### config.mk
export PLATFORM = sky130hd
export DESIGN_NAME = irq_enable_flag
export DESIGN_NICKNAME = d
export VERILOG_FILES = /design/src/hdl/irq_flag_pkg.sv /design/src/hdl/irq_flag_cell.sv /design/src/hdl/event_detect.sv /design/src/hdl/irq_enable_flag.sv
export SDC_FILE = /design/constraint.sdc
export NUM_CORES = 1
export LEC_CHECK = 0
export ABC_CLOCK_PERIOD_IN_PS = 3500
export BUFFER_PORTS_ARGS = -buffer_cell sky130_fd_sc_hd__buf_2
export CELL_PAD_IN_SITES_DETAIL_PLACEMENT = 1
export CELL_PAD_IN_SITES_GLOBAL_PLACEMENT = 2
export CORE_MARGIN = 3
export CORE_UTILIZATION = 27
export DETAILED_ROUTE_END_ITERATION = 8
export PLACE_DENSITY = 0.88
export RECOVER_POWER = 100
export SLEW_MARGIN = 20
export SYNTH_ARGS = -nofsm -noshare
export SYNTH_HDL_FRONTEND = slang
export SYNTH_SLANG_ARGS = --single-unit
### constraint.sdc
create_clock -name clk_i -period 3.5 [get_ports clk_i]
set_clock_uncertainty 0.2 [all_clocks]
set_input_delay 0.35 -clock clk_i [delete_from_list [all_inputs] [get_ports clk_i]]
set_output_delay 0.35 -clock clk_i [all_outputs]
set_load 0.005 [all_outputs]
### src/hdl/irq_flag_pkg.sv
// constants for the interrupt enable and flag block
// assumes a word-indexed register bus of 9 address bits
package irq_flag_pkg;
  localparam int unsigned ADDR_W         = 9;
  localparam int unsigned DATA_W         = 8;
  localparam int unsigned BUS_W          = 32;
  // main control register, one alias per bank
  localparam logic [8:0]  IDX_MAIN_BANK0 = 9'h00B;
  localparam logic [8:0]  IDX_MAIN_BANK1 = 9'h08B;
  localparam logic [8:0]  IDX_MAIN_BANK2 = 9'h10B;
  localparam logic [8:0]  IDX_MAIN_BANK3 = 9'h18B;
  // second peripheral flags and their enables
  localparam logic [8:0]  IDX_PER_FLAG   = 9'h00D;
  localparam logic [8:0]  IDX_PER_ENABLE = 9'h00E;
  // main control fields
  localparam int unsigned GLOBAL_IRQ_ENABLE_BIT     = 7;
  localparam int unsigned PERIPH_IRQ_ENABLE_BIT     = 6;
  localparam int unsigned TIMER_ZERO_OVF_ENABLE_BIT = 5;
  localparam int unsigned EXT_PIN_IRQ_ENABLE_BIT    = 4;
  localparam int unsigned PORT_CHANGE_ENABLE_BIT    = 3;
  localparam int unsigned TIMER_ZERO_OVF_FLAG_BIT   = 2;
  localparam int unsigned EXT_PIN_IRQ_FLAG_BIT      = 1;
  localparam int unsigned PORT_CHANGE_FLAG_BIT      = 0;
  // second peripheral fields
  localparam int unsigned LOW_SUPPLY_FLAG_BIT       = 7;
  localparam int unsigned BUS_COLLISION_FLAG_BIT    = 3;
  localparam int unsigned CAPCMP_TWO_FLAG_BIT       = 0;
  localparam logic [7:0]  PER_IMPL_MASK  = 8'h89;
  // reset values
  localparam logic [7:0]  MAIN_RESET     = 8'h00;
  localparam logic [7:0]  PER_RESET      = 8'h00;
  localparam logic [7:0]  PER_EN_RESET   = 8'h00;
  // avalon response codes
  localparam logic [1:0]  RESP_OKAY      = 2'h0;
  localparam logic [1:0]  RESP_SLVERR    = 2'h2;
  // port pins watched for change
  localparam int unsigned PORT_WATCH_W   = 4;
endpackage : irq_flag_pkg

### src/hdl/irq_flag_cell.sv
// one software-visible bit that hardware may also set
// assumes write strobe already qualified by the bus slave
`timescale 1ns/1ns
module irq_flag_cell #(
  parameter logic RESET_VAL = 1'b0
) (
  // clock and reset
  input  wire logic clk_i,
  input  wire logic rst_n_i,
  input  wire logic ce_i,
  // hardware and software sides
  input  wire logic set_i,
  input  wire logic wr_i,
  input  wire logic wdata_i,
  output logic      q_o
);
  // set wins over a software clear in the same cycle
  always_ff @(posedge clk_i or negedge rst_n_i) begin
    if (!rst_n_i) begin
      q_o <= RESET_VAL;
    end else if (ce_i) begin
      if (set_i) begin
        q_o <= 1'b1;
      end else if (wr_i) begin
        q_o <= wdata_i;
      end
    end
  end
endmodule : irq_flag_cell

### src/hdl/event_detect.sv
// turns sampled levels into one-cycle event pulses
// assumes inputs synchronous to clk_i
`timescale 1ns/1ns
module event_detect #(
  parameter int unsigned W         = 1,
  parameter logic        RISE_ONLY = 1'b1
) (
  // clock and reset
  input  wire logic         clk_i,
  input  wire logic         rst_n_i,
  input  wire logic         ce_i,
  // levels in, pulses out
  input  wire logic [W-1:0] lvl_i,
  output logic      [W-1:0] evt_o
);
  logic [W-1:0] prev_q;

  always_ff @(posedge clk_i or negedge rst_n_i) begin
    if (!rst_n_i) begin
      prev_q <= '0;
    end else if (ce_i) begin
      prev_q <= lvl_i;
    end
  end

  always_comb begin
    if (RISE_ONLY) begin
      evt_o = lvl_i & ~prev_q;
    end else begin
      evt_o = lvl_i ^ prev_q;
    end
  end
endmodule : event_detect

### src/hdl/irq_enable_flag.sv
// interrupt enable and flag logic with an avalon-mm register slave
// assumes event inputs synchronous to clk_i, one pulse per event
//
// The Avalon-MM slave port was chosen for this implementation.
`timescale 1ns/1ns
module irq_enable_flag
  import irq_flag_pkg::*;
(
  // clock, reset, enable
  input  wire logic                    clk_i,
  input  wire logic                    rst_n_i,
  input  wire logic                    ce_i,
  // avalon-mm slave
  input  wire logic [ADDR_W-1:0]       address_i,
  input  wire logic                    read_i,
  input  wire logic                    write_i,
  input  wire logic [BUS_W-1:0]        writedata_i,
  output logic      [BUS_W-1:0]        readdata_o,
  output logic      [1:0]              response_o,
  output logic                         waitrequest_o,
  // event sources
  input  wire logic                    timer_zero_ovf_i,
  input  wire logic                    ext_irq_pin_i,
  input  wire logic [PORT_WATCH_W-1:0] port_upper_i,
  input  wire logic                    low_supply_i,
  input  wire logic                    bus_collision_i,
  input  wire logic                    capcmp_two_evt_i,
  input  wire logic                    capcmp_two_pwm_i,
  // request to the core
  output logic                         irq_o
);

  ////////////////////////////////////////////////////////////////////////
  // event pulses

  logic                    ext_evt;
  logic [PORT_WATCH_W-1:0] port_evt;
  logic                    port_any;
  logic                    capcmp_evt;

  event_detect #(.W(1), .RISE_ONLY(1'b1)) u_ext_edge (
    .clk_i   (clk_i),
    .rst_n_i (rst_n_i),
    .ce_i    (ce_i),
    .lvl_i   (ext_irq_pin_i),
    .evt_o   (ext_evt)
  );

  event_detect #(.W(PORT_WATCH_W), .RISE_ONLY(1'b0)) u_port_chg (
    .clk_i   (clk_i),
    .rst_n_i (rst_n_i),
    .ce_i    (ce_i),
    .lvl_i   (port_upper_i),
    .evt_o   (port_evt)
  );

  assign port_any   = |port_evt;
  assign capcmp_evt = capcmp_two_evt_i & ~capcmp_two_pwm_i;

  ////////////////////////////////////////////////////////////////////////
  // address decode and write strobes

  logic       hit_main;
  logic       hit_per;
  logic       hit_per_en;
  logic       hit_any;
  logic       accept;
  logic       wr_main;
  logic       wr_per;
  logic       wr_per_en;
  logic [7:0] wbyte;

  assign hit_main   = (address_i == IDX_MAIN_BANK0) || (address_i == IDX_MAIN_BANK1) ||
                      (address_i == IDX_MAIN_BANK2) || (address_i == IDX_MAIN_BANK3);
  assign hit_per    = (address_i == IDX_PER_FLAG);
  assign hit_per_en = (address_i == IDX_PER_ENABLE);
  assign hit_any    = hit_main | hit_per | hit_per_en;
  // transfer completes at the edge where waitrequest is low
  assign accept     = ce_i & ~waitrequest_o;
  assign wr_main    = accept & write_i & hit_main;
  assign wr_per     = accept & write_i & hit_per;
  assign wr_per_en  = accept & write_i & hit_per_en;
  assign wbyte      = writedata_i[DATA_W-1:0];

  ////////////////////////////////////////////////////////////////////////
  // main control register

  logic [7:0] set_main;
  logic [7:0] main_q;

  always_comb begin
    set_main = 8'h00;
    set_main[TIMER_ZERO_OVF_FLAG_BIT] = timer_zero_ovf_i;
    set_main[EXT_PIN_IRQ_FLAG_BIT]    = ext_evt;
    set_main[PORT_CHANGE_FLAG_BIT]    = port_any;
  end

  for (genvar i = 0; i < DATA_W; i++) begin : g_main
    irq_flag_cell #(.RESET_VAL(MAIN_RESET[i])) u_cell (
      .clk_i   (clk_i),
      .rst_n_i (rst_n_i),
      .ce_i    (ce_i),
      .set_i   (set_main[i]),
      .wr_i    (wr_main),
      .wdata_i (wbyte[i]),
      .q_o     (main_q[i])
    );
  end

  ////////////////////////////////////////////////////////////////////////
  // second peripheral flags and enables

  logic [7:0] set_per;
  logic [7:0] per_q;
  logic [7:0] per_en_q;

  always_comb begin
    set_per = 8'h00;
    set_per[LOW_SUPPLY_FLAG_BIT]    = low_supply_i;
    set_per[BUS_COLLISION_FLAG_BIT] = bus_collision_i;
    set_per[CAPCMP_TWO_FLAG_BIT]    = capcmp_evt;
  end

  for (genvar i = 0; i < DATA_W; i++) begin : g_per
    if (PER_IMPL_MASK[i]) begin : g_impl
      irq_flag_cell #(.RESET_VAL(PER_RESET[i])) u_cell (
        .clk_i   (clk_i),
        .rst_n_i (rst_n_i),
        .ce_i    (ce_i),
        .set_i   (set_per[i]),
        .wr_i    (wr_per),
        .wdata_i (wbyte[i]),
        .q_o     (per_q[i])
      );
    end else begin : g_unimpl
      assign per_q[i] = 1'b0;
    end
  end

  always_ff @(posedge clk_i or negedge rst_n_i) begin
    if (!rst_n_i) begin
      per_en_q <= PER_EN_RESET;
    end else if (wr_per_en) begin
      per_en_q <= wbyte & PER_IMPL_MASK;
    end
  end

  ////////////////////////////////////////////////////////////////////////
  // bus slave: one wait cycle, then the answer

  always_ff @(posedge clk_i or negedge rst_n_i) begin
    if (!rst_n_i) begin
      waitrequest_o <= 1'b1;
    end else if (ce_i) begin
      waitrequest_o <= ~(waitrequest_o & (read_i | write_i));
    end
  end

  always_ff @(posedge clk_i or negedge rst_n_i) begin
    if (!rst_n_i) begin
      readdata_o <= '0;
      response_o <= RESP_OKAY;
    end else if (ce_i && waitrequest_o && (read_i || write_i)) begin
      response_o <= hit_any ? RESP_OKAY : RESP_SLVERR;
      readdata_o <= '0;
      if (read_i && hit_main) begin
        readdata_o[DATA_W-1:0] <= main_q;
      end else if (read_i && hit_per) begin
        readdata_o[DATA_W-1:0] <= per_q;
      end else if (read_i && hit_per_en) begin
        readdata_o[DATA_W-1:0] <= per_en_q;
      end
    end
  end

  ////////////////////////////////////////////////////////////////////////
  // request to the core

  logic core_pend;
  logic per_pend;
  logic irq_d;

  assign core_pend = (main_q[TIMER_ZERO_OVF_ENABLE_BIT] & main_q[TIMER_ZERO_OVF_FLAG_BIT]) |
                     (main_q[EXT_PIN_IRQ_ENABLE_BIT]    & main_q[EXT_PIN_IRQ_FLAG_BIT])    |
                     (main_q[PORT_CHANGE_ENABLE_BIT]    & main_q[PORT_CHANGE_FLAG_BIT]);
  assign per_pend  = main_q[PERIPH_IRQ_ENABLE_BIT] & |(per_en_q & per_q);
  assign irq_d     = main_q[GLOBAL_IRQ_ENABLE_BIT] & (core_pend | per_pend);

  always_ff @(posedge clk_i or negedge rst_n_i) begin
    if (!rst_n_i) begin
      irq_o <= 1'b0;
    end else if (ce_i) begin
      irq_o <= irq_d;
    end
  end

  ////////////////////////////////////////////////////////////////////////
  // checks

  property p_timer_latch;
    @(posedge clk_i) disable iff (!rst_n_i)
    ce_i && timer_zero_ovf_i |=> main_q[TIMER_ZERO_OVF_FLAG_BIT];
  endproperty
  a_timer_latch: assert property (p_timer_latch) else $error("timer flag not set");

  property p_ext_latch;
    @(posedge clk_i) disable iff (!rst_n_i)
    ce_i && ext_irq_pin_i && !$past(ext_irq_pin_i) && $past(ce_i)
      |=> main_q[EXT_PIN_IRQ_FLAG_BIT];
  endproperty
  a_ext_latch: assert property (p_ext_latch) else $error("ext pin flag not set");

  property p_port_latch;
    @(posedge clk_i) disable iff (!rst_n_i)
    ce_i && $past(ce_i) && (port_upper_i != $past(port_upper_i))
      |=> main_q[PORT_CHANGE_FLAG_BIT];
  endproperty
  a_port_latch: assert property (p_port_latch) else $error("port change flag not set");

  property p_low_supply;
    @(posedge clk_i) disable iff (!rst_n_i)
    ce_i && low_supply_i |=> per_q[LOW_SUPPLY_FLAG_BIT] ##1 1'b1;
  endproperty
  a_low_supply: assert property (p_low_supply) else $error("low supply flag not set");

  property p_collision;
    @(posedge clk_i) disable iff (!rst_n_i)
    ce_i && bus_collision_i && wr_per && !wbyte[BUS_COLLISION_FLAG_BIT]
      |=> per_q[BUS_COLLISION_FLAG_BIT];
  endproperty
  a_collision: assert property (p_collision) else $error("collision lost to clear");

  property p_capcmp_pwm;
    @(posedge clk_i) disable iff (!rst_n_i)
    ce_i && capcmp_two_pwm_i && !per_q[CAPCMP_TWO_FLAG_BIT] && !wr_per
      |=> !per_q[CAPCMP_TWO_FLAG_BIT];
  endproperty
  a_capcmp_pwm: assert property (p_capcmp_pwm) else $error("capcmp flag set in pwm mode");

  property p_capcmp_set;
    @(posedge clk_i) disable iff (!rst_n_i)
    ce_i && capcmp_two_evt_i && !capcmp_two_pwm_i |=> per_q[CAPCMP_TWO_FLAG_BIT];
  endproperty
  a_capcmp_set: assert property (p_capcmp_set) else $error("capcmp flag not set");

  property p_unimpl_zero;
    @(posedge clk_i) disable iff (!rst_n_i)
    ce_i && waitrequest_o && read_i && hit_per
      |=> (readdata_o[6:4] == 3'h0) && (readdata_o[2:1] == 2'h0);
  endproperty
  a_unimpl_zero: assert property (p_unimpl_zero) else $error("unimplemented bits read one");

  property p_alias_write;
    @(posedge clk_i) disable iff (!rst_n_i)
    wr_main |=> main_q[7:3] == $past(wbyte[7:3]);
  endproperty
  a_alias_write: assert property (p_alias_write) else $error("alias write lost");

  property p_alias_read;
    @(posedge clk_i) disable iff (!rst_n_i)
    ce_i && waitrequest_o && read_i && hit_main |=> readdata_o[7:0] == $past(main_q);
  endproperty
  a_alias_read: assert property (p_alias_read) else $error("alias read mismatch");

  property p_global_block;
    @(posedge clk_i) disable iff (!rst_n_i)
    ce_i && !main_q[GLOBAL_IRQ_ENABLE_BIT] |=> !irq_o;
  endproperty
  a_global_block: assert property (p_global_block) else $error("request without global enable");

  property p_timer_req;
    @(posedge clk_i) disable iff (!rst_n_i)
    ce_i && main_q[GLOBAL_IRQ_ENABLE_BIT] && main_q[TIMER_ZERO_OVF_ENABLE_BIT] &&
      main_q[TIMER_ZERO_OVF_FLAG_BIT] |=> irq_o;
  endproperty
  a_timer_req: assert property (p_timer_req) else $error("timer request missing");

  property p_periph_gate;
    @(posedge clk_i) disable iff (!rst_n_i)
    ce_i && !main_q[PERIPH_IRQ_ENABLE_BIT] && !core_pend |=> !irq_o;
  endproperty
  a_periph_gate: assert property (p_periph_gate) else $error("peripheral request not gated");

  property p_wait_answer;
    @(posedge clk_i) disable iff (!rst_n_i)
    ce_i && waitrequest_o && (read_i || write_i) |=> !waitrequest_o ##1 (waitrequest_o || !$past(ce_i));
  endproperty
  a_wait_answer: assert property (p_wait_answer) else $error("answer not after one wait cycle");

  property p_ext_req;
    @(posedge clk_i) disable iff (!rst_n_i)
    ce_i && main_q[GLOBAL_IRQ_ENABLE_BIT] && main_q[EXT_PIN_IRQ_ENABLE_BIT] &&
      main_q[EXT_PIN_IRQ_FLAG_BIT] |=> irq_o;
  endproperty
  a_ext_req: assert property (p_ext_req) else $error("ext pin request missing");

  property p_port_req;
    @(posedge clk_i) disable iff (!rst_n_i)
    ce_i && main_q[GLOBAL_IRQ_ENABLE_BIT] && main_q[PORT_CHANGE_ENABLE_BIT] &&
      main_q[PORT_CHANGE_FLAG_BIT] |=> irq_o;
  endproperty
  a_port_req: assert property (p_port_req) else $error("port change request missing");

  // clock enable low holds every register
  property p_ce_freeze;
    @(posedge clk_i) disable iff (!rst_n_i)
    !ce_i |=> (main_q == $past(main_q)) && (per_q == $past(per_q)) &&
      (per_en_q == $past(per_en_q)) && (irq_o == $past(irq_o)) && (waitrequest_o == $past(waitrequest_o));
  endproperty
  a_ce_freeze: assert property (p_ce_freeze) else $error("state moved with clock enable low");

  c_alias_write: cover property (@(posedge clk_i) disable iff (!rst_n_i)
    wr_main && address_i == IDX_MAIN_BANK3);
  c_set_beats_clear: cover property (@(posedge clk_i) disable iff (!rst_n_i)
    wr_main && timer_zero_ovf_i && !wbyte[TIMER_ZERO_OVF_FLAG_BIT]);
  c_periph_req: cover property (@(posedge clk_i) disable iff (!rst_n_i)
    !core_pend && per_pend ##1 irq_o);
  c_unmapped: cover property (@(posedge clk_i) disable iff (!rst_n_i)
    accept && (read_i || write_i) && !hit_any);

endmodule : irq_enable_flag

Yosys cells after proc, flatten, opt, wreduce, memory -nomap -nowiden
Index checks and enable logic that the tools add are counted.

Eq/ne operators: 6. Muxes and demuxes: 16. Bitwise operators: 25. Reductions and logical operators: 24.

Operator list (number): equality test 9 x 4 -> 1 bit, second input constant (3); two-way mux 8 bit (3); equality test 9 bit, second input constant (2); AND reduction 2 bit (7); AND 1 bit (13); two-way mux 1 bit (12); nonzero test 2 bit (6); equality test 9 x 8 -> 1 bit, second input constant (1); AND 8 bit (1); OR reduction 8 bit (1); OR 1 bit (6); logical AND 1 bit (5); logical OR 1 bit (4); NOT 1 bit (4); OR reduction 4 bit (1); bitwise XOR 4 bit (1); two-way mux 2 bit (1).

Register bits after elaboration: 31. Input bits: 56. Output and inout bits: 36. Logic and storage cells: 89.

Logic depth before layout (Yosys ltp)
Depth in word-level cells: 7. Gate-level depth with buffers: 6. Mapped depth without buffers: 4.

By module
A second synthesis with hierarchy kept.

Cell total of the unflattened synthesis: 156. Area total of the unflattened synthesis: 1774.2 um^2.

Modules (own cells, without submodules): irq_enable_flag (instances 1, cells each 86, area each 928.4 um^2, sequential area each 351.6 um^2); irq_flag_cell (instances 11, cells each 5, area each 56.3 um^2, sequential area each 25.0 um^2); event_detect (u_port_chg) (instances 1, cells each 12, area each 180.2 um^2, sequential area each 100.1 um^2); event_detect (u_ext_edge) (instances 1, cells each 3, area each 46.3 um^2, sequential area each 25.0 um^2).

Least setup slack after synthesis
OpenSTA, ideal clock, no wires.

Path kind: input to register. From: input address_i[6]. To: register g_main[3].u_cell.q_o. Library setup time: 0.125 ns. Arrival time: 1.816 ns. Data required time: 3.175 ns. Slack: 1.359 ns. Cell stages on the path: 5. Path buffers: 2. Path through: or4b_4 -> buf_6 -> or3_4 -> buf_6 -> mux2_4.

Cells in the longest elaborated chain, start to end: 6. Elaborated cells on any way between the ends: 9. Classes of those cells: eq/ne: 4; bitwise: 1; reduce/logical: 4.

Ends and longest elaborated chain: start, declared (RTL line irq_enable_flag.sv:14) `input wire logic [ADDR_W-1:0] address_i,`; equality test 9 x 4 -> 1 bit / equality test 9 x 8 -> 1 bit (equally long branches) (RTL line irq_enable_flag.sv:73) `assign hit_main = (address_i == IDX_MAIN_BANK0) || (address_i == IDX_MAIN_BANK1) ||`; logical OR 1 bit (2 in series) (RTL line irq_enable_flag.sv:73); logical OR 1 bit (*) (RTL line irq_enable_flag.sv:74) `(address_i == IDX_MAIN_BANK2) || (address_i == IDX_MAIN_BANK3);`; AND 1 bit (*) (RTL line irq_enable_flag.sv:80) `assign wr_main = accept & write_i & hit_main;`; AND reduction 2 bit (no source line) (*); end signal, assigned (RTL line irq_flag_cell.sv:25) `q_o <= wdata_i;`; end, declared (RTL line irq_flag_cell.sv:15) `output logic q_o`.

Mark *: on every way between the ends. The rest lies on a longest branch, timed or not. A chain may end at the register's enable or synchronous reset.

Worst setup path after layout
From: input ce_i. To: register readdata_o[0].

Cells in the longest elaborated chain, start to end: 2.

Ends and longest elaborated chain: start, declared (RTL line irq_enable_flag.sv:12) `input wire logic ce_i,`; logical AND 1 bit (2 in series) (RTL line irq_enable_flag.sv:163) `end else if (ce_i && waitrequest_o && (read_i || write_i)) begin`; end signal, assigned by index (RTL line irq_enable_flag.sv:167) `readdata_o[DATA_W-1:0] <= main_q;`; end signal, assigned by index (RTL line irq_enable_flag.sv:169) `readdata_o[DATA_W-1:0] <= per_q;`; end signal, assigned by index (RTL line irq_enable_flag.sv:171) `readdata_o[DATA_W-1:0] <= per_en_q;`; end, declared (RTL line irq_enable_flag.sv:18) `output logic [BUS_W-1:0] readdata_o,`.

No other way between the ends.

==> results.yml <==
outcome:
  status: "finished with violations"
  violations: "capacitance limit, slew limit"
synthesis:
  synthAdderAreaFrac: 0
  seq_area_frac_synth: 0.466
  synth_cell_type_count: 34
  muxShareOfSynthArea: 0.0930
  synth_seq_cells: 30
  synthCells: 146
  dominantRegCellSynth: "dfrtp_1"
  synth_edf_count: 0
  synth_top_area_cell: "dfrtp_1"
  synth_compound_gate_area_share: 0.158
  synth_top_family_by_area: "compound AO/OA/AOI/OAI gates"
  yosys.area_share.simple: 0.110
  yosysWarnings: 0
  avgSynthCellArea_um2: 11.1
  synthArstFlopShare: 1.00
  yosysTopAreaCellShare: 0.450
  synth_area_leaders: "dfrtp_1, buf_4, a22o_1"
  synth_area_um2: 1610
  synthXorXnorAreaFrac: 0.0217
sta:
  fmax_mhz: 412
  rsz0062_at_grt: "false"
  finalHoldViolCount: 0
  drv_slew: 31
  setup_viol: 0
  fin_ws_ns: 1.07
  fin_setup_tns_ns: 0
  fin_crit_sh: 0.693
  slew_headroom: -0.0882
  timing.final.crit_period_ns: 2.43
  worst_slew_pin_slew_ns: 1.63
min_path:
  min_delay_path_depth: 2
  min_path_type: "in2reg"
cells_and_area:
  layout_common_cells: "buf_2, dfrtp_1, conb_1"
  final_cell_count_no_fill: 263
  diodes: 0
  syn_to_final_growth_pct: 18.2
  layout_commonest_cell: "buf_2"
  nNetsFinal: 246
  post-route-util: 0.338
  drive_gt1_frac: 0.283
detailed_routing:
  drc: 0
  drtIter0Drc: 63
  wl_per_cell_um: 13.6
  vias_per_cell: 4.46
  drt_wl_total_um: 3570
  ant_nets: 0
  vias: 1173
  firstDrtPassIters: 4
cts:
  cts_inserted_buffers: 5
  clk_pin_slew_ns: 0.06
  clockRootBuffer: "clkbuf_8"
  clock_sinks: 30
  htreeDepth: 2
  cts_tree: "built"
  clock_path_buffers: 2
  cts_resized: 0
  post_cts_buffers: 0
  clkLatencyLatePin_ns: 0.28
  cts_hold_buf: 1
setup_path:
  start_kind: "input pin"
  cp.required_ns: 3.46
  setup.worst_path.end_class: "flip-flop"
  criticalPathCategory: "in2reg"
  cp.arrival_ns: 2.38
  r2r.worst_path.cells: 4
  cp_max_fo: 19
flow_run:
  maxCapViolCount: 1
floorplan:
  die_x_um: 83.3
  fp-row-count: 27
  core_area_um2: 5640
  io_pins: 92
  die-area_um2: 6940
  die_y_um: 83.3
  start_util: 0.286
power_and_ir_drop:
  ir_drop_v: 0.000326
  power_density_nw_per_um2: 474
  leakage_nw: 0.926
grt:
  grt_pass1_vias: 1178
  grt_overflow_total: 0
  grt_use_total: 0.102
  grt_max_degree: 31
  grt_pass1_wl_um: 5660
  antenna_found_initial: 0
placed_design:
  placed_cells: 254
  post-place-ws_ns: 1.07
  hpwl_um: 2730
  gp_congestion: 0.785
  port_buffers: 42
[power breakdown]
part / leakage, nW / switching, mW / internal [mW] / total, mW
sequential: 0.367 / 0.0113 / 0.366 / 0.377
clock: 0.0714 / 0.129 / 0.304 / 0.432
combinational: 0.488 / 0.0517 / 0.0426 / 0.0943
[sequential cells by signal (all words and copies together), names as in the netlist]
name / count
g_main.u_cell.q_o: 8
response_o: 1
readdata_o: 8
u_ext_edge.prev_q: 1
per_en_q: 3
u_port_chg.prev_q: 4
waitrequest_o: 1
g_per.g_impl.u_cell.q_o: 3
irq_o: 1
[cells by family after synthesis]
| family | after synthesis |
|---|---|
| compound gates | 35 |
| buf+inv | 35 |
| flops | 30 |
| simple gates | 29 |
| mux | 12 |
| xor+xnor | 4 |
| other cells | 1 |
[critical path: stages]
cell	delay, ns
clkbuf_1	0.65
and3_1	0.35
nor3b_1	0.75
nor2b_1	0.22
nor3_1	0.05
[final timing paths]
| path | from | to | slack (ns) |
|---|---|---|---|
| setup / recovery | ce_i | readdata_o[0] | 1.07 |
| hold / removal | writedata_i[5] | g_main[5].u_cell.q_o | 0.1 |
| setup reg to reg | waitrequest_o | readdata_o[0] | 1.35 |
| hold reg to reg | response_o[1] | response_o[1] | 0.28 |
| max in group asynchronous | rst_n_i | u_port_chg.prev_q[0] | 1.32 |
| min in group asynchronous | rst_n_i | g_per[3].g_impl.u_cell.q_o | 0.82 |
[metrics by stage]
stage	power, mW	hold slack (ns)	instance area [um^2]
after floorplan	0.454	-0.146	1700
after global placement	0.478	0.226	1780
after detailed placement	0.481	0.229	1780
after CTS	0.922	0.0970	1940
after global routing	0.948	0.0802	1910
final	0.904	0.0968	1910
[layout make-up]
cell class | count | area [um^2]
tap | 72 | 90.1
clock buffer | 6 | 82.6
clock inverter | 2 | 60.1
multi-input combinational | 105 | 692
timing repair buffer | 43 | 213
inverter | 5 | 18.8
fill | 665 | 3730
sequential | 30 | 752
[synth_stat cells, types with 2 or more instances]
| cell type | instances |
|---|---|
| dfrtp_1 | 29 |
| buf_4 | 25 |
| a22o_1 | 13 |
| mux2_2 | 8 |
| a21oi_1 | 7 |
| inv_1 | 5 |
| nand2_1 | 5 |
| nor2b_1 | 5 |
| o21ai_0 | 5 |
| mux2_4 | 4 |
| xor2_1 | 4 |
| clkbuf_1 | 3 |
| nor2_1 | 3 |
| nor3_1 | 3 |
| a21o_1 | 2 |
| a222oi_1 | 2 |
| and3_1 | 2 |
| buf_6 | 2 |
| nand3_1 | 2 |
| nand3b_1 | 2 |
| nor3b_1 | 2 |
[routing by layer]
metal  global-route usage  vias up  share of wire
met5                    0        -              0
met4               0.0267        0         0.0070
met3               0.0357        2          0.067
met2                0.174       37           0.49
met1                0.121      575           0.43
li1                     -      559              -
Note: power is estimated with default switching activity, not from simulation.
